**src/hdl/rcdp_regs.svh**
```systemverilog
// named constants of the controller data port
// assumes inclusion by bare name from every file that needs a figure
`ifndef RCDP_REGS_SVH
`define RCDP_REGS_SVH

`define RCDP_BYTE_W 8
`define RCDP_NIB_W 4
`define RCDP_BUF_DEPTH 2
`define RCDP_PIN_SYNC_W 16
`define RCDP_BUS_RST 8'h00
`define RCDP_NIB_RST 4'h0
`define RCDP_OE_OFF 1'b1
`define RCDP_FLAG_IDLE 1'b1
`define RCDP_WD_RST 1'b0

`endif

```
**src/hdl/rcdp_pkg.sv**
```systemverilog
// types shared by the controller data port files
// assumes nothing of its surroundings
package rcdp_pkg;

   // one-hot source of the read reference clock
   typedef enum logic [3:0] {
      RCDP_SRC_TB = 4'h1,
      RCDP_SRC_TO_OSC = 4'h2,
      RCDP_SRC_OSC = 4'h4,
      RCDP_SRC_TO_TB = 4'h8
   } rcdp_src_t;

endpackage

```
**src/hdl/rcdp_sync2.sv**
```systemverilog
// two flip-flop synchroniser for a group of pin levels
// assumes each bit is a level; no bit is read before the second stage
`timescale 1ns/1ps
`default_nettype none
`include "rcdp_regs.svh"
module rcdp_sync2 #(
   parameter int WIDTH = `RCDP_PIN_SYNC_W
) (
   input wire logic clk,
   input wire logic resetn,
   input wire logic [WIDTH-1:0] d,
   output logic [WIDTH-1:0] q
);
   typedef struct packed {
      logic [WIDTH-1:0] stage1;
      logic [WIDTH-1:0] stage2;
   } rcdp_sync_t;

   rcdp_sync_t s_reg;
   rcdp_sync_t s_next;

   generate
      if (WIDTH < 1) begin : g_chk
         $error("rcdp_sync2: WIDTH must be at least 1");
      end
   endgenerate

   always_comb begin
      s_next.stage1 = d;
      s_next.stage2 = s_reg.stage1;
   end

   always_ff @(posedge clk or negedge resetn) begin
      if (!resetn) begin
         s_reg <= '0;
      end else begin
         s_reg <= s_next;
      end
   end

   assign q = s_reg.stage2;
endmodule
`default_nettype wire

```
**src/hdl/rcdp_buf2.sv**
```systemverilog
// small ring buffer with valid and ready on both sides
// assumes a power-of-two depth; flush drops everything held
`timescale 1ns/1ps
`default_nettype none
`include "rcdp_regs.svh"
module rcdp_buf2 #(
   parameter int WIDTH = `RCDP_BYTE_W + 1,
   parameter int DEPTH = `RCDP_BUF_DEPTH
) (
   input wire logic clk,
   input wire logic resetn,
   input wire logic flush,
   input wire logic inValid,
   input wire logic [WIDTH-1:0] inData,
   output logic inReady,
   output logic outValid,
   output logic [WIDTH-1:0] outData,
   input wire logic outReady
);
   localparam int AW = (DEPTH > 1) ? $clog2(DEPTH) : 1;

   typedef struct packed {
      logic [DEPTH-1:0][WIDTH-1:0] mem;
      logic [AW-1:0] wrPtr;
      logic [AW-1:0] rdPtr;
      logic [AW:0] count;
      logic ready;
   } rcdp_buf_t;

   rcdp_buf_t b_reg;
   rcdp_buf_t b_next;
   logic push;
   logic pop;

   generate
      if (DEPTH < 2 || (DEPTH & (DEPTH - 1)) != 0) begin : g_chk
         $error("rcdp_buf2: DEPTH must be a power of two, at least 2");
      end
   endgenerate

   always_comb begin
      b_next = b_reg;
      push = inValid & b_reg.ready;
      pop = outReady & (b_reg.count != '0);
      if (flush) begin
         b_next.wrPtr = '0;
         b_next.rdPtr = '0;
         b_next.count = '0;
      end else begin
         if (push) begin
            b_next.mem[b_reg.wrPtr] = inData;
            b_next.wrPtr = b_reg.wrPtr + AW'(1);
         end
         if (pop) begin
            b_next.rdPtr = b_reg.rdPtr + AW'(1);
         end
         b_next.count = b_reg.count + (AW + 1)'(push) - (AW + 1)'(pop);
      end
      // registered ready keeps the source free of a combinational path
      b_next.ready = (b_next.count != (AW + 1)'(DEPTH));
   end

   always_ff @(posedge clk or negedge resetn) begin
      if (!resetn) begin
         b_reg <= '{mem: '0, wrPtr: '0, rdPtr: '0, count: '0, ready: 1'b1};
      end else begin
         b_reg <= b_next;
      end
   end

   assign inReady = b_reg.ready;
   assign outValid = (b_reg.count != '0);
   assign outData = b_reg.mem[b_reg.rdPtr];
endmodule
`default_nettype wire

```
**src/hdl/rcdp_top.sv**
```systemverilog
// controller-side data port of a disk read channel
// assumes pins and link clocks are asynchronous to clk; decoder, encoder,
// sync field count point and mode bits are logic on clk
//
// Overview of operation
// RQ1: bus writes in on write gate, drives reads
// RQ2: nibble mode uses only low four lines
// RQ3: parity line used in byte mode only
// RQ4: even parity out on reads, in on writes
// RQ5: read gate low: reference clock from time base
// RQ6: time base until count point, then oscillator
// RQ7: source change glitch free, one pulse lost
// RQ8: half-byte clock at twice reference clock rate
// RQ9: half-byte clock also runs in byte mode
// RQ10: sync flag drops with sync byte on bus
// RQ11: sync flag held low until read gate falls
// RQ12: write data retimed to time base unless direct
// RQ13: direct select low routes toggle input through
// RQ14: capture write data on write clock rising edge
// RQ15: write gate active level set by polarity bit
// RQ16: read gate rise selects lock reference, starts lock
// RQ17: parity covers all eight bits, even total
`timescale 1ns/1ps
`default_nettype none
`include "rcdp_regs.svh"
module rcdp_top
   import rcdp_pkg::*;
(
   input wire logic clk,
   input wire logic resetn,
   input wire logic timebaseClk,
   input wire logic oscClk,
   input wire logic writeClk,
   input wire logic readGate,
   input wire logic writeGate,
   input wire logic writeGatePolarityBit,
   input wire logic byteMode,
   input wire logic syncFieldCountPoint,
   input wire logic directWriteSelect_n,
   input wire logic directToggleInput,
   input wire logic [`RCDP_BYTE_W-1:0] busIn,
   output logic [`RCDP_BYTE_W-1:0] busOut,
   output logic busOe_n,
   input wire logic parityIn,
   output logic parityOut,
   output logic parityOe_n,
   output logic readRefClk,
   output logic halfByteClk,
   output logic syncFoundFlag_n,
   output logic writeDataOut,
   input wire logic [`RCDP_BYTE_W-1:0] decData,
   input wire logic decSync,
   input wire logic decValid,
   output logic decReady,
   output logic [`RCDP_BYTE_W-1:0] encData,
   output logic encValid,
   output logic encParityError,
   input wire logic encBit,
   output logic lockRefSelect,
   output logic lockStart
);
   typedef struct packed {
      rcdp_src_t src;
      logic tbPrev;
      logic oscPrev;
      logic wrPrev;
      logic rgPrev;
      logic dtPrev;
      logic readRefClk;
      logic halfByteClk;
      logic [`RCDP_BYTE_W-1:0] busOut;
      logic busOe_n;
      logic parityOut;
      logic parityOe_n;
      logic syncFoundFlag_n;
      logic nibHi;
      logic [`RCDP_NIB_W-1:0] heldNib;
      logic wrHalf;
      logic [`RCDP_NIB_W-1:0] wrLowNib;
      logic [`RCDP_BYTE_W-1:0] encData;
      logic encValid;
      logic encParityError;
      logic writeDataOut;
      logic lockRefSelect;
      logic lockStart;
   } rcdp_state_t;

   localparam rcdp_state_t STATE_RST = '{
      src: RCDP_SRC_TB, busOut: `RCDP_BUS_RST, busOe_n: `RCDP_OE_OFF,
      parityOe_n: `RCDP_OE_OFF, syncFoundFlag_n: `RCDP_FLAG_IDLE,
      heldNib: `RCDP_NIB_RST, wrLowNib: `RCDP_NIB_RST,
      encData: `RCDP_BUS_RST, writeDataOut: `RCDP_WD_RST, default: 1'b0};

   rcdp_state_t s_reg;
   rcdp_state_t s_next;

   ////////////////////////////////////////////////////////////////////////
   // pin synchronisers and read buffer

   logic [`RCDP_PIN_SYNC_W-1:0] pinSync;
   logic tbS, oscS, wrS, rgS, wgS, dtS, dwS_n, parS;
   logic [`RCDP_BYTE_W-1:0] busS;

   rcdp_sync2 #(.WIDTH(`RCDP_PIN_SYNC_W)) uSync (
      .clk(clk),
      .resetn(resetn),
      .d({timebaseClk, oscClk, writeClk, readGate, writeGate,
          directToggleInput, directWriteSelect_n, parityIn, busIn}),
      .q(pinSync)
   );
   assign {tbS, oscS, wrS, rgS, wgS, dtS, dwS_n, parS, busS} = pinSync;

   logic bufValid;
   logic bufPop;
   logic [`RCDP_BYTE_W:0] bufData;

   // a stalled bus holds the decoder off rather than dropping a byte
   rcdp_buf2 #(.WIDTH(`RCDP_BYTE_W + 1), .DEPTH(`RCDP_BUF_DEPTH)) uBuf (
      .clk(clk),
      .resetn(resetn),
      .flush(s_reg.rgPrev & ~rgS),
      .inValid(decValid),
      .inData({decSync, decData}),
      .inReady(decReady),
      .outValid(bufValid),
      .outData(bufData),
      .outReady(bufPop)
   );

   ////////////////////////////////////////////////////////////////////////
   // next state

   logic tbRise, tbFall, oscRise, oscFall, wrRise, dtRise;
   logic tick, curFall, readTick, wgActive;
   logic [`RCDP_BYTE_W-1:0] popByte;

   always_comb begin
      s_next = s_reg;
      tbRise = tbS & ~s_reg.tbPrev;
      tbFall = ~tbS & s_reg.tbPrev;
      oscRise = oscS & ~s_reg.oscPrev;
      oscFall = ~oscS & s_reg.oscPrev;
      wrRise = wrS & ~s_reg.wrPrev;
      dtRise = dtS & ~s_reg.dtPrev;
      wgActive = writeGatePolarityBit ? wgS : ~wgS; // see RQ15
      popByte = bufData[`RCDP_BYTE_W-1:0];
      tick = 1'b0;
      curFall = 1'b0;
      bufPop = 1'b0;
      s_next.tbPrev = tbS;
      s_next.oscPrev = oscS;
      s_next.wrPrev = wrS;
      s_next.rgPrev = rgS;
      s_next.dtPrev = dtS;

      // reference clock divides the chosen source by two; a switch waits
      // for the clock to be low and starts on the new source's rise
      case (s_reg.src)
         RCDP_SRC_TB: begin
            tick = tbRise; // see RQ5
            curFall = tbFall;
            if (rgS && syncFieldCountPoint) begin
               s_next.src = RCDP_SRC_TO_OSC; // see RQ6
            end
         end
         RCDP_SRC_TO_OSC: begin
            if (!rgS) begin
               tick = tbRise;
               curFall = tbFall;
               s_next.src = RCDP_SRC_TB;
            end else if (s_reg.readRefClk) begin
               tick = tbRise;
               curFall = tbFall;
            end else if (oscRise) begin
               tick = 1'b1; // see RQ7
               s_next.src = RCDP_SRC_OSC;
            end
         end
         RCDP_SRC_OSC: begin
            tick = oscRise; // see RQ6
            curFall = oscFall;
            if (!rgS) begin
               s_next.src = RCDP_SRC_TO_TB;
            end
         end
         RCDP_SRC_TO_TB: begin
            if (s_reg.readRefClk) begin
               tick = oscRise;
               curFall = oscFall;
            end else if (tbRise) begin
               tick = 1'b1; // see RQ7
               s_next.src = RCDP_SRC_TB;
            end
         end
         default: begin
            s_next.src = RCDP_SRC_TB;
         end
      endcase

      if (tick) begin
         s_next.readRefClk = ~s_reg.readRefClk;
      end
      // half-byte clock rises on every source rise outside a source switch, both modes
      if (tick) begin
         s_next.halfByteClk = 1'b1; // see RQ8, RQ9
      end else if (curFall) begin
         s_next.halfByteClk = 1'b0;
      end

      // byte mode moves a byte per reference rise, nibble mode a nibble
      // per half-byte rise
      readTick = tick & rgS & (~byteMode | ~s_reg.readRefClk);
      s_next.busOe_n = ~rgS; // see RQ1
      s_next.parityOe_n = ~(rgS & byteMode); // see RQ3
      if (readTick) begin
         if (!byteMode && s_reg.nibHi) begin
            s_next.busOut = {`RCDP_NIB_RST, s_reg.heldNib}; // see RQ2
            s_next.nibHi = 1'b0;
         end else if (bufValid) begin
            bufPop = 1'b1;
            if (byteMode) begin
               s_next.busOut = popByte;
               s_next.parityOut = ^popByte; // see RQ4, RQ17
            end else begin
               s_next.busOut = {`RCDP_NIB_RST,
                                popByte[`RCDP_NIB_W-1:0]}; // see RQ2
               s_next.heldNib = popByte[`RCDP_BYTE_W-1:`RCDP_NIB_W];
               s_next.nibHi = 1'b1;
            end
            if (bufData[`RCDP_BYTE_W]) begin
               s_next.syncFoundFlag_n = 1'b0; // see RQ10
            end
         end
      end
      if (!rgS) begin
         s_next.syncFoundFlag_n = `RCDP_FLAG_IDLE; // see RQ11
         s_next.nibHi = 1'b0;
         s_next.busOut = `RCDP_BUS_RST; // see RQ2
         s_next.parityOut = 1'b0; // see RQ4
      end

      s_next.lockRefSelect = rgS; // see RQ16
      s_next.lockStart = rgS & ~s_reg.rgPrev;

      // write capture on the write clock rise while the gate is active
      s_next.encValid = 1'b0;
      if (!wgActive) begin
         s_next.wrHalf = 1'b0;
      end else if (wrRise) begin // see RQ14
         if (byteMode) begin
            s_next.encData = busS; // see RQ1
            s_next.encValid = 1'b1;
            s_next.encParityError = ^{busS, parS}; // see RQ4, RQ17
         end else if (!s_reg.wrHalf) begin
            s_next.wrLowNib = busS[`RCDP_NIB_W-1:0];
            s_next.wrHalf = 1'b1;
         end else begin
            s_next.encData = {busS[`RCDP_NIB_W-1:0], s_reg.wrLowNib};
            s_next.encValid = 1'b1;
            s_next.encParityError = 1'b0; // see RQ3
            s_next.wrHalf = 1'b0;
         end
      end

      // toggle flip-flop: retimed to the time base, or raw direct toggle
      if (!dwS_n) begin
         if (dtRise) begin
            s_next.writeDataOut = ~s_reg.writeDataOut; // see RQ13
         end
      end else if (tbRise && encBit) begin
         s_next.writeDataOut = ~s_reg.writeDataOut; // see RQ12
      end
   end

   always_ff @(posedge clk or negedge resetn) begin
      if (!resetn) begin
         s_reg <= STATE_RST;
      end else begin
         s_reg <= s_next;
      end
   end

   assign busOut = s_reg.busOut;
   assign busOe_n = s_reg.busOe_n;
   assign parityOut = s_reg.parityOut;
   assign parityOe_n = s_reg.parityOe_n;
   assign readRefClk = s_reg.readRefClk;
   assign halfByteClk = s_reg.halfByteClk;
   assign syncFoundFlag_n = s_reg.syncFoundFlag_n;
   assign writeDataOut = s_reg.writeDataOut;
   assign encData = s_reg.encData;
   assign encValid = s_reg.encValid;
   assign encParityError = s_reg.encParityError;
   assign lockRefSelect = s_reg.lockRefSelect;
   assign lockStart = s_reg.lockStart;
endmodule
`default_nettype wire

```
**config.mk**
```make
export PLATFORM = sky130hd
export DESIGN_NAME = rcdp_top
export DESIGN_NICKNAME = d
export VERILOG_FILES = /design/src/hdl/rcdp_pkg.sv /design/src/hdl/rcdp_sync2.sv /design/src/hdl/rcdp_buf2.sv /design/src/hdl/rcdp_top.sv
export VERILOG_INCLUDE_DIRS = /design/src /design/src/hdl
export SDC_FILE = /design/constraint.sdc
export NUM_CORES = 1
export LEC_CHECK = 0
export ABC_AREA = 1
export BUFFER_PORTS_ARGS = -buffer_cell sky130_fd_sc_hd__buf_2
export CAP_MARGIN = 20
export CORE_ASPECT_RATIO = 1.2
export CORE_MARGIN = 2
export CORE_UTILIZATION = 55
export CTS_BUF_LIST = sky130_fd_sc_hd__clkbuf_16
export CTS_CLUSTER_DIAMETER = 60
export CTS_CLUSTER_SIZE = 30
export DETAILED_ROUTE_END_ITERATION = 10
export GPL_TIMING_DRIVEN = 0
export PLACE_DENSITY_LB_ADDON = 0.05
export SYNTH_ARGS = -nofsm -noshare
export SYNTH_HDL_FRONTEND = slang
export SYNTH_HIERARCHICAL = 1
export SYNTH_SLANG_ARGS = --single-unit
export TNS_END_PERCENT = 1
```
**constraint.sdc**
```tcl
create_clock -name clk -period 6.3 [get_ports clk]
set_input_delay 0 -clock clk [delete_from_list [all_inputs] [get_ports clk]]
set_output_delay 0 -clock clk [all_outputs]
set_load 0.005 [all_outputs]
```
==> results of run 1 <==
cells in the final DEF (no fill, tap or decap), drive strengths merged:
master and n:
nand2 122, dfrtp 95, buf 83, inv 53
o21ai 36, dlygate4sd3 29, nor2 29, nand3 25
clkbuf 10, xor2 9, a21oi 9, xnor2 8
o22ai 5, o211ai 5, dfstp 5, a22oi 3
nand4 3, nor3 3, clkinv 3, clkinvlp 2
ha 2, or2 1, a31o 1, o31ai 1
how the worst min path moves through the flow:
stage	start	to	slack, ps	depth (start not counted)
floorplan	resetn	busOut[0]	-300	0
global placement	busIn[0]	uSync/s_next[0]	110	1
detailed placement	resetn	uSync/q[11]	-60	1
CTS	byteMode	parityOut	90	6
global route	byteMode	parityOe_n	120	3
finish	byteMode	parityOut	100	6
power by group:
group | switching [W] | leakage [nW] | internal (W) | total, W
logic | 0.000380 | 1.41 | 0.000308 | 0.000687
clock network | 0.000246 | 0.137 | 0.000274 | 0.000520
registers | 0.0000916 | 1.21 | 0.000803 | 0.000895
total | 0.000717 | 2.76 | 0.00138 | 0.00210
cell type report:
class	count	area, um2
Buffer	24	185.2
Clock buffer	9	225.2
Clock inverter	7	58.81
Fill cell	606	2337
Inverter	51	192.7
Multi-Input combinational cell	262	1425
Sequential cell	100	2509
Tap cell	92	115.1
Timing Repair Buffer	89	615.6
what timing repair did:
| action | CTS | global route |
|---|---|---|
| hold buffers | 29 | 0 |
| setup endpoints to repair | 0 | 0 |
| endpoints found under the hold margin | 135 | 0 |
| gates resized for setup | 0 | 0 |
per-stage QoR:
step / instances / util (%) / total power [W] / area, um2
finish: 634 / 69.50 / 0.002102 / 5326
global route: 634 / 69.50 / 0.002254 / 5326
CTS: 634 / 69.50 / 0.002119 / 5326
detailed placement: 589 / 62.01 / 0.001581 / 4752
global placement: 588 / 61.62 / 0.001557 / 4722
floorplan: 437 / - / 0.001398 / 4312
Yosys cell counts (all sizes together) (5+ instances only):
master	n
a21oi	9
buf	23
dfrtp	95
dfstp	5
inv	49
nand2	122
nand3	25
nor2	29
o211ai	5
o21ai	36
o22ai	5
xnor2	8
xor2	9
logic make-up (layout without fill, tap and decap cells):
logic type      count (synthesis)  after routing  synth area share, %
simple gates                  183            183                19.38
flops                         100            100                58.18
buf+inv                        75            180                8.763
compound gates                 60             60                9.634
xor+xnor                       17             17                3.453
fa+ha+maj                       2              2               0.5803
layer usage:
metal	wire length, um	vias to the layer above
li1	-	1566
met1	3471	1449
met2	4152	60
met3	262	11
met4	118	0
met5	0	-
critical path: stages (launching register included):
cell and delay (ps):
sky130_fd_sc_hd__dfstp_2 540, sky130_fd_sc_hd__inv_1 50, sky130_fd_sc_hd__nor2_1 150, sky130_fd_sc_hd__nand3_1 90, sky130_fd_sc_hd__nand2_1 80, sky130_fd_sc_hd__inv_1 60, sky130_fd_sc_hd__nand3_4 100, sky130_fd_sc_hd__nand2_4 80
sky130_fd_sc_hd__nor3_1 130, sky130_fd_sc_hd__nand2_1 100, sky130_fd_sc_hd__inv_1 80, sky130_fd_sc_hd__ha_1 220, sky130_fd_sc_hd__inv_1 50, sky130_fd_sc_hd__ha_1 150, sky130_fd_sc_hd__nand3_1 100, sky130_fd_sc_hd__nand2_1 80
sky130_fd_sc_hd__nor2_1 40
==> results.md, run 1 <==
Floorplanning:
- The floorplan step defined a die boundary enclosing 8566 um2.
- During I/O placement, the number of pins put on the boundary was 60.
- The core area is 7664 um2.
- The floorplan has 35 rows.
- The die is 84.83 um wide.
- The overall die height is 101.0 um.
- For this configuration, the core starts out at a cell density of 56.26%.

Critical path:
- The worst setup path is captured at a register.
- The launch instance of the worst register-to-register path is s_reg[42].
- The cell count of the worst reg-to-reg path is 16.
- Data on the critical path arrives at its endpoint at 2440 ps.
- For flop-to-flop paths, the worst setup slack is 4070 ps.
- In this run the worst path has a maximum fanout of 5.
- Tracing the worst setup path back leads to its startpoint at s_reg[42].
- The critical path class is reg2reg.
- The last element of the critical path is uBuf/b_reg[2].
- The data required time at the worst endpoint is 6510 ps.
- The worst register-to-register path ends at uBuf/b_reg[2].
- STA classifies the critical path startpoint as a register.

GRT:
- The global routing's busiest layer is met2.
- Global routing consumed, on the met2 layer, 35.61% of the routing resources.
- In the global route stage, met1 resource usage came out at 24.18%.
- The global-route wire length before repair is 13610 um.
- For this run, global-route usage on met3 was measured as 3.522%.
- The initial antenna violation count is 0.
- The via count of the first global-routing pass came to 3094.
- Entering global routing, the biggest net connects 74 pins.
- The global-route congestion overflow total is 0.
- Global routing used 20.12% of the available tracks across all layers.

Detailed routing:
- The number of antenna-violating nets in the routed design is 0.
- Dividing the detail-routed via count by the number of cells gives 4.868.
- The iteration count of the initial detailed-routing pass is 5.
- Summed over all layers, the routed wires come to 8004 um.
- The via count of the routed design is 3086.
- After detailed routing, the average wire length per cell comes to 12.62 um.
- The count of routing violations after the opening detailed-route iteration is 206.
- The detailed-route DRC error count is 0.

Timing:
- The clock skew after layout is 10.15 ps.
- Summed over all failing endpoints, the final setup total negative slack is 0 ps.
- On the final layout, the worst hold slack is 96.64 ps.
- The final number of max-transition violations is 0.
- The hold violation total from the final report was 0.
- The worst path setup slack after routing is 4069 ps.
- The normalized max-slew margin is 64.75%.
- Setup repair after global routing left no endpoint under its margin.
- At the pin with the least slew margin, the transition time is 526.8 ps.
- The maximum clock frequency is 448.2 MHz.
- The number of endpoints failing setup at the final stage is 0.
- Subtracting the final worst setup slack from the clock period gives 2231 ps.
- The share of the clock period used by the worst path after layout is 35.41%.

Clock tree:
- The later pin in the worst-skew pair is clocked with a latency of 340 ps.
- Clock-pin slew was measured on the worst setup and hold paths at 70 ps.
- The number of setup buffers added after CTS is 0.
- The clock tree root driver cell is sky130_fd_sc_hd__clkbuf_16.
- The clock drives 100 sinks.
- In this run, CTS created clock tree buffers numbering 9.
- The TritonCTS clock tree is built.
- The maximum clock path buffer count is 2.
- The deepest level of the CTS H-tree is 3.

Synthesis:
- The net count of the mapped netlist is 471.
- The register bit total from synthesis is 100.
- The share of the synthesized area in the top cell type is 55.14%.
- After synthesis, the share of flip-flops with an asynchronous set or reset is 100.0%.
- The count of unique library cells instantiated by Yosys is 36.
- Summing every instance area after synthesis gives 4312 um2.
- Summing the sequential cell areas from Yosys gives 58.18% of the chip area.
- In this run, synthesis inferred 0 flip-flops with an integrated enable.
- The top cell type by total area after synthesis is sky130_fd_sc_hd__dfrtp_1.
- The cell count after synthesis came out at 437.
- The count of warnings emitted by yosys is 6.
- The main flop type after synthesis is sky130_fd_sc_hd__dfrtp_1.
- Yosys attributes the largest share of cell area to sky130_fd_sc_hd__dfrtp_1, sky130_fd_sc_hd__nand2_1, sky130_fd_sc_hd__o21ai_2.
- The average size of a mapped cell is 9.866 um2.

Layout:
- The number of antenna diodes in the final layout is 0.
- The share of cells above drive strength 1 is 27.49%.
- The area growth from synthesis to final layout is 23.53%.
- The flip-flop count of the largest register after layout is 22.
- The number of nets in the layout is 571.

Placed design:
- The pre-CTS worst setup slack is 4060 ps.
- Detailed placement ended at an HPWL of 5410 um.
- At the end of routability-driven placement, the weighted congestion stood at 0.8394.
- The total of buffers placed on input and output ports is 59.

Worst hold path:
- The worst hold-check path type is in2reg.

Power:
- VDD sags by at most 0.2217 mV.
- For this design the static power due to leakage is 2.764 nW.
- The power per cell area is 394.6 nW/um2.

Status:
- The flow ran to the end, and the final reports show no timing, DRC or antenna violations.

Flow run:
- The total of max-cap violations is 0.
Note: power is estimated with default switching activity, not from simulation.
==> run 2, diff against run 1 <==
Settings changed: ABC_AREA 1 to 0.
Clock period 6.3 ns to 2.2 ns, I/O delays scaled along.
==> run 2 against run 1 <==
  * Die area shrank 0.11%
  * Non-clock buffer count grew 6
  * Critical path type unchanged
  * Via count shrank 9.9%
  * Critical path depth shrank 5
  * The flow now finishes with violations (setup timing)
  * Clock-buffer cell count is the same
==> results.md, run 2 <==
Synthesis:
- Ranked by total cell area, the synthesized netlist is headed by sky130_fd_sc_hd__dfrtp_1, sky130_fd_sc_hd__mux2_2, sky130_fd_sc_hd__mux2_4.
- Synthesis handed over a netlist of 324 instances.
- For this run, the number of Yosys warnings is 6.
- The synthesized design contains 0 enable-type register cells.
- The register bit total from synthesis is 100.
- The mapped netlist covers 4307 um2.
- The dominant cell by count in the synthesized netlist is sky130_fd_sc_hd__dfrtp_1.
- Counting flops with an async set or reset pin after synthesis yields a share of 100.0%.
- sky130_fd_sc_hd__dfrtp_1 takes more of the synthesized area than any other cell.
- A synthesized cell averages 13.29 um2.
- The sequential cell area fraction in the yosys report is 58.25%.
- The net count of the mapped netlist is 358.
- The main flop type after synthesis is sky130_fd_sc_hd__dfrtp_1.
- By count the netlist is led by sky130_fd_sc_hd__dfrtp_1, sky130_fd_sc_hd__mux2_2, sky130_fd_sc_hd__nor2_1.
- In this run, distinct cell masters in the synthesized netlist total 60.
- The share of synthesized area in the top cell type comes to 55.20%.

Clock tree:
- CTS built an H-tree with a depth of 3.
- The clock insertion delay at the later pin of the skew report is 340 ps.
- The TritonCTS clock tree is built.
- The number of sinks handled by clock tree synthesis is 100.
- In this run the clock root is driven by a sky130_fd_sc_hd__clkbuf_16.
- Counting along the longest clock path gives a buffer depth of 2.
- The number of buffers added by the clock tree synthesis step is 9.
- Clock-pin slew was measured on the worst setup and hold paths at 60 ps.

Layout:
- The number of nets in the layout is 462.
- The area growth from synthesis to final layout is 25.83%.
- The number of antenna diodes in the final layout is 0.
- The most common library cell in the layout ignoring fill and taps is sky130_fd_sc_hd__dfrtp_1.
- The flip-flop count of the largest register after layout is 22.
- The number of inserted filler cells in the final layout is 557.
- The final design utilization is 71.12%.
- The top cell types in the final layout, fill and taps aside, are sky130_fd_sc_hd__dfrtp_1, sky130_fd_sc_hd__buf_2, sky130_fd_sc_hd__dlygate4sd3_1, sky130_fd_sc_hd__mux2_2, sky130_fd_sc_hd__buf_4.
- In the final layout, the share of cells above drive strength 1 is 38.34%.
- Summing all multi-input logic gate instances after layout gives 1670 um2.
- The final non-filler cell total is 525.
- In the final layout, flip-flops and latches occupy 2511 um2.

Power:
- The power per cell area is 1086 nW/um2.
- The sequential cell fraction of total power is 43.5%.
- The combinational group share of total power is 32.2%.
- VDD sags by at most 0.6625 mV.
- The leakage power summed over all cells is 2.418 nW.
- The part of the total power dissipated in the clock network is 24.4%.
- The switching part of the total power is 30.01%.
- The total internal power is 0.004121 W.
- The analysis attributes to net switching a power of 0.001766 W.

Floorplanning:
- For this design the top-level I/O count stands at 60.
- After floorplanning, the core was sized to cover 7620 um2.
- Once the floorplan was initialized, standard cells occupied 56.52% of the core.
- In this run the vertical extent of the chip is 100.9 um.
- The die covers 8557 um2.
- After floorplanning, the core was divided into 35 placement rows.
- The die is 84.78 um wide.

Critical path:
- At the worst endpoint, the arrival time is 2760 ps.
- The setup path with the least slack is of type reg2reg.
- The critical path startpoint is s_reg[42].
- The delay contributed by the slowest stage of the critical path is 650 ps.
- STA classifies the critical path startpoint as a register.
- In this run the worst path has a maximum fanout of 7.
- The data required time at the worst endpoint is 2450 ps.
- The endpoint type of the worst setup path is a register.
- Among the stages of the critical path, the cell type that occurs most often is sky130_fd_sc_hd__ha_1.
- Among all stages on the critical path, the largest delay is contributed by sky130_fd_sc_hd__dfstp_2.
- The launch instance of the worst register-to-register path is s_reg[42].
- Traced cell by cell, the critical path runs through nor3b_4 > o31ai_4 > nand3_4 > nand3_2 > nor2_1 > o21a_1 > ha_1 > inv_1 > ha_1 > xnor3_1 > or3_1.

Detailed routing:
- In the final routed layout, each cell accounts on average for 15.43 um.
- In this run the remaining antenna-violating nets after routing total 0.
- Wires add up to 8100 um.
- The via count of the routed design is 2780.
- After detailed routing, the number of remaining DRC violations is 0.
- For this run, the detailed router's first-pass iteration total came to 4.
- Using the TritonRoute via totals, the vias-per-cell ratio works out to 5.295.
- The detailed router finished its first iteration with 106 violations.

GRT:
- Global routing finished with a remaining overflow of 0.
- The initial antenna violation count came to 0.
- The overall routing resource usage is 20.45%.
- The via count of the first global-routing pass is 2923.
- The global-route wire length before repair is 13680 um.
- The maximum number of pins on one net before global-route repair is 69.

Flow run:
- The total of max-cap violations is 0.

Placed design:
- The weighted congestion at the end of routability-driven global placement is 0.8217.
- Input and output buffers added on the ports amount to 59.
- The detailed placement HPWL is 5323 um.
- Counting tap cells, the placed design contains a total of 476 instances.

Timing:
- After layout, the minimum clock period comes to 2509 ps.
- Setup repair after global routing could not meet its margin everywhere.
- The worst path uses 114.1% of the clock period.
- The maximum clock frequency is 398.5 MHz.
- The hold violation total from the final report is 0.
- The slew at the pin closest to its max-slew limit is 691.0 ps.
- The worst hold margin is 43.62 ps.
- The number of endpoints failing setup at the final stage is 3.
- The worst path setup slack after routing is -309.4 ps.
- The normalized max-slew margin is 53.28%.
- The final number of max-transition violations is 0.
- On the final layout, the worst clock skew is 11.61 ps.

Worst hold path:
- The worst hold path belongs to the class in2reg.
- The launch instance of the worst min-delay path is byteMode.

Status:
- The run finished, with violations left.
- The final reports fail on setup timing.
[run 2: cell count changes after synthesis, moves of 7 or more]
cell                      delta
sky130_fd_sc_hd__nand2_1   -109
sky130_fd_sc_hd__inv_1      -39
sky130_fd_sc_hd__mux2_2     +27
sky130_fd_sc_hd__o21ai_2    -21
sky130_fd_sc_hd__nand3_1    -20
sky130_fd_sc_hd__nor2b_1    +12
sky130_fd_sc_hd__a31oi_1     +9
sky130_fd_sc_hd__mux2_4      +9
sky130_fd_sc_hd__nor2_1      -7
sky130_fd_sc_hd__xnor2_1     +7
[run 2: final timing paths]
path                                end  slack [ps]  cells after the start
max                        uBuf/inReady        -310                     11
min                            encValid          40                      3
max reg2reg                uBuf/inReady        -310                     11
min reg2reg                  uSync/q[7]         350                      0
max in group asynchronous     s_reg[42]        1340                      3
min in group asynchronous    encData[3]         150                      2
[run 2: cell families (layout without fill, tap and decap cells)]
kind of cell	after synthesis	in the layout	synth area share (%)
mux	40	40	11.13
simple gates	72	72	11.07
fa+ha+maj	2	2	0.5810
compound gates	59	59	10.37
flops	100	100	58.25
xor+xnor	19	19	4.184
buf+inv	32	141	4.416
[run 2: metal layers]
layer  GRT usage [%]  part of all wire, %  vias up
met5               0                    0        -
met4           7.937                  1.1        0
met3           4.013                  3.0        6
met2           33.07                   50       60
met1           27.50                   46     1360
li1                -                    -     1354
[run 2: power by group through the flow]
stage               Sequential [W]  Clock [W]  Combinational, W
floorplan                  0.00249          0           0.00140
global placement           0.00254          0           0.00174
detailed placement         0.00256          0           0.00179
CTS                        0.00256    0.00147           0.00191
global route               0.00262    0.00155           0.00209
finish                     0.00256    0.00143           0.00189
[run 2: cell type report]
cell class              count  area share [%]
inverters                   6          0.4156
plain buffers              26           3.256
clock buffers               9           4.156
repair buffers             93           11.91
multi-input cells         192           30.82
flip-flops and latches    100           46.34
well taps                  92           2.124
clock inverters             7          0.9698
[run 2: what timing repair did]
item                                    in CTS  in global routing
endpoints found under the setup margin       3                  3
pin swaps                                    2                  1
hold buffers                                29                  0
gates cloned                                 0                  0
endpoints found under the hold margin       69                  0
buffers inserted                             4                  0
gates resized for setup                     12                  0
[run 2: worst max-delay path: cells and delay by family, from the launching register on]
family                     cells  cell delay (ps)
and+or+nand+nor                5              870
DFF                            1              650
adders and majority gates      2              360
AOI/OAI and AO/OA              2              270
xor gates and xnor gates       1              220
buffers and inverters          1               60
[run 2: stage by stage]
step,instance area [um2],setup TNS [ps],power [W],setup slack [ps]
global route,5419,-861.0,0.006269,-443.3
finish,5419,-463.3,0.005887,-309.4
floorplan,4324,-412.0,0.003894,-267.5
detailed placement,4765,-1233,0.004347,-553.1
global placement,4735,-1150,0.004286,-523.3
CTS,5419,-523.7,0.005945,-324.2
==> run 3, diff against run 2 <==
--- a/config.mk
+++ b/config.mk
@@ -10,3 +10,3 @@
 export BUFFER_PORTS_ARGS = -buffer_cell sky130_fd_sc_hd__buf_2
-export CAP_MARGIN = 20
+export CAP_MARGIN = 0
 export CORE_ASPECT_RATIO = 1.2
@@ -19,3 +19,3 @@
 export GPL_TIMING_DRIVEN = 0
-export PLACE_DENSITY_LB_ADDON = 0.05
+export PLACE_DENSITY = 0.87
 export SYNTH_ARGS = -nofsm -noshare
==> constraint.sdc (replaced) <==
create_clock -name clk -period 2.2 [get_ports clk]
set_input_delay 0.11 -clock clk [delete_from_list [all_inputs] [get_ports clk]]
set_output_delay 0.11 -clock clk [all_outputs]
set_load 0.005 [all_outputs]
==> run 3 against run 2 <==
  * Final area decreased by 1.2%
  * Combinational power is 4% higher
  * The run still ends with setup timing left
  * Clock-buffer cell count unchanged
  * Clock power increased by 10%
==> results.md, run 3 (synthesized netlist as in run 2, its figures left out) <==
Layout:
- Leaving out fill and tap cells, the most frequent cells in the layout are sky130_fd_sc_hd__dfrtp_1, sky130_fd_sc_hd__buf_2, sky130_fd_sc_hd__mux2_2, sky130_fd_sc_hd__buf_4, sky130_fd_sc_hd__dlygate4sd3_1.
- The number of inserted filler cells in the final layout is 525.
- The diode insertion count for antenna repair is 0.
- The most common library cell in the layout ignoring fill and taps is sky130_fd_sc_hd__dfrtp_1.
- The register with the most flip-flops in the layout has 22 of them.
- The area growth from synthesis to final layout is 24.35%.
- In the final layout, the share of cells above drive strength 1 is 40.57%.
- The number of nets in the layout is 453.
- The final design utilization is 70.28%.

Critical path:
- Traced cell by cell, the critical path runs through nor4b_4 > o31ai_4 > nand3_4 > nand3_2 > nor2_1 > o21a_1 > ha_1 > inv_1 > ha_1 > xnor3_1 > or3_1.
- The kind of start point of the critical path is a register.
- For the worst setup path, the data required time is 2460 ps.
- The critical path starts at s_reg[42].
- Data on the critical path arrives at its endpoint at 2800 ps.
- The critical path runs through a total of 11 cells.
- The master of the slowest instance on the critical path is sky130_fd_sc_hd__dfstp_2.
- The dominant delay contributor by cell family on the critical path is flip-flops.
- The critical path is of the reg2reg type.
- The cell count of the worst reg-to-reg path is 11.
- In this run the critical register-to-register path is captured at uBuf/inReady.
- The startpoint identified for the worst register-to-register timing path is s_reg[42].
- For this run, the slowest stage of the critical path takes 660 ps.
- In this run the register-to-register setup slack is -350 ps.
- The cell occurring most often along the worst timing path is sky130_fd_sc_hd__ha_1.
- The last element of the critical path is uBuf/inReady.
- The maximum net fanout on the critical path is 7.
- The buffers plus inverters on the worst setup path is 1.
- The endpoint type of the worst setup path is a register.

Detailed routing:
- The number of antenna-violating nets in the routed design is 0.
- After detailed routing, the number of remaining DRC violations is 0.
- The routed layout has 2891 vias.
- In the final routed layout, each cell accounts on average for 17.62 um.
- After detailed routing, the number of vias per cell comes to 5.603.
- The sum of routed wire length over all layers is 9093 um.
- For this block, the initial DRC count from the detailed router was 173.
- Before antenna repair, the detailed router went through 4 iterations.

Timing:
- Setup repair after global routing could not meet its margin everywhere.
- The share of the clock period used by the worst path after layout is 115.7%.
- Final hold analysis gives a worst-case slack of 13.42 ps.
- The normalized max-slew margin is 54.53%.
- Derived from the worst setup path, the maximum achievable clock frequency is 392.8 MHz.
- The hold violation total from the final report is 0.
- The slew at the pin closest to its max-slew limit is 672.6 ps.
- After routing, the total negative slack on setup checks comes to -718.1 ps.
- For the finished layout, the period the worst path requires is 2546 ps.
- The final number of max-transition violations is 0.
- Across the routed clock network, the largest skew measured is 4.728 ps.
- The worst path setup slack after routing is -345.6 ps.
- The number of endpoints failing setup at the final stage is 3.

Power:
- The total internal power is 0.004255 W.
- The post-route total power is 0.006135 W.
- The sequential cell fraction of total power is 42.3%.
- The net switching power of the design is 0.001880 W.
- The combinational group share of total power is 32.0%.
- In this run the static leakage power is 2.404 nW.
- The switching part of the total power is 30.64%.
- The clock network is responsible for 25.8% of the overall power.
- Dividing total power by cell area gives a power density of 1146 nW/um2.
- The worst-case IR drop observed on VDD is 0.7009 mV.

Floorplanning:
- 60 I/O pins were placed.
- For this configuration, the core starts out at a cell density of 56.52%.
- The overall die height is 100.9 um.
- The core area is 7620 um2.
- The horizontal die dimension is 84.78 um.
- The count of standard-cell rows is 35.
- The overall die area is 8557 um2.

Clock tree:
- The longest clock path from root to sink contains 2 buffers.
- The clock insertion delay at the later pin of the skew report is 340 ps.
- The clock net in this run drives a total of 100 sinks.
- The deepest level of the CTS H-tree is 3.
- TritonCTS built the clock tree.
- The number of buffers added by the clock tree synthesis step is 9.
- After clock tree synthesis, the clock-pin slew on the worst setup and hold paths is 70 ps.
- The clock tree root driver cell is sky130_fd_sc_hd__clkbuf_16.

GRT:
- The initial antenna violation count came to 0.
- The global-route wire length before repair is 14860 um.
- Entering global routing, the biggest net connects 77 pins.
- The via count of the first global-routing pass is 2999.
- The overall routing resource usage is 22.54%.
- Global routing finished with a remaining overflow of 0.

Status:
- The checks that failed: setup timing.
- The run finished, with violations left.

Placed design:
- The weighted congestion at the end of routability-driven global placement is 0.7981.
- During placement, the flow inserted port buffers numbering 59.
- Detailed placement finished with a half-perimeter wire length of 5511 um.
- Before CTS, the worst setup slack after placement is -470.5 ps.

Flow run:
- Across the run, the number of max-cap violations was 0.

Worst hold path:
- The tightest min-delay check is of the in2reg type.
## run 3: cell count changes in the layout (fill, tap and decap cells not counted), sizes merged
cell	previous run	this run
clkinvlp	3	0
bufinv	0	1
clkinv	1	3
dlygate4sd3	29	17
buf	84	87
## run 3: through the flow
| step | instance area [um2] | cells |
|---|---|---|
| floorplan | 4324 | 324 |
| finish | 5355 | 516 |
| detailed placement | 4765 | 476 |
| global placement | 4735 | 475 |
| global route | 5355 | 516 |
| CTS | 5331 | 515 |
## run 3: repair_timing
action,CTS,global route
endpoints found under the hold margin,40,0
pin swaps,2,2
gates resized for setup,12,4
gates cloned,0,0
hold buffers,17,0
setup buffers,6,1
endpoints found under the setup margin,3,3
## run 3: worst reg2reg max path, stage by stage (launching register included)
cell	delay, ps
sky130_fd_sc_hd__dfstp_2	660
sky130_fd_sc_hd__nor4b_4	90
sky130_fd_sc_hd__o31ai_4	330
sky130_fd_sc_hd__nand3_4	120
sky130_fd_sc_hd__nand3_2	70
sky130_fd_sc_hd__nor2_1	40
sky130_fd_sc_hd__o21a_1	130
sky130_fd_sc_hd__ha_1	280
sky130_fd_sc_hd__inv_1	60
sky130_fd_sc_hd__ha_1	140
sky130_fd_sc_hd__xnor3_1	220
sky130_fd_sc_hd__or3_1	330
## run 3: cell type report
| type | instances | area [um2] | share of cell area [%] |
|---|---|---|---|
| clock buffer | 9 | 225.2 | 4.206 |
| buffer | 26 | 176.4 | 3.294 |
| sequential | 100 | 2511 | 46.89 |
| inverter | 6 | 22.52 | 0.4206 |
| tap | 92 | 115.1 | 2.150 |
| clock inverter | 7 | 73.82 | 1.379 |
| multi-input combinational | 192 | 1683 | 31.43 |
| timing repair buffer | 84 | 548.0 | 10.23 |
## run 3: power groups by stage
| stage | clock network [W] | logic (W) | registers, W |
|---|---|---|---|
| 2_1_floorplan | 0 | 0.00140 | 0.00249 |
| 3_3_place_gp | 0 | 0.00172 | 0.00254 |
| 3_5_place_dp | 0 | 0.00177 | 0.00258 |
| 4_1_cts | 0.00159 | 0.00193 | 0.00258 |
| 5_1_grt | 0.00169 | 0.00214 | 0.00263 |
| 6_report | 0.00158 | 0.00196 | 0.00259 |
## run 3: per-layer routing
| layer | global-route usage [%] | up-vias | part of all wire, % |
|---|---|---|---|
| li1 | - | 1331 | - |
| met1 | 29.35 | 1457 | 42 |
| met2 | 37.43 | 86 | 52 |
| met3 | 4.259 | 17 | 3.6 |
| met4 | 9.280 | 0 | 2.1 |
| met5 | 0 | - | 0 |
## run 3: worst min-delay path by stage
stage	startpoint	to	slack, ps	cells past startpoint
after floorplan	resetn	busOut[0]	-190	0
after global placement	busIn[3]	uSync/s_next[3]	220	1
after detailed placement	resetn	uSync/s_next[3]	40	1
after CTS	decData[4]	uBuf/b_reg[9]	8	2
after global routing	decData[4]	uBuf/b_reg[9]	10	2
final	decData[4]	uBuf/b_reg[9]	10	2
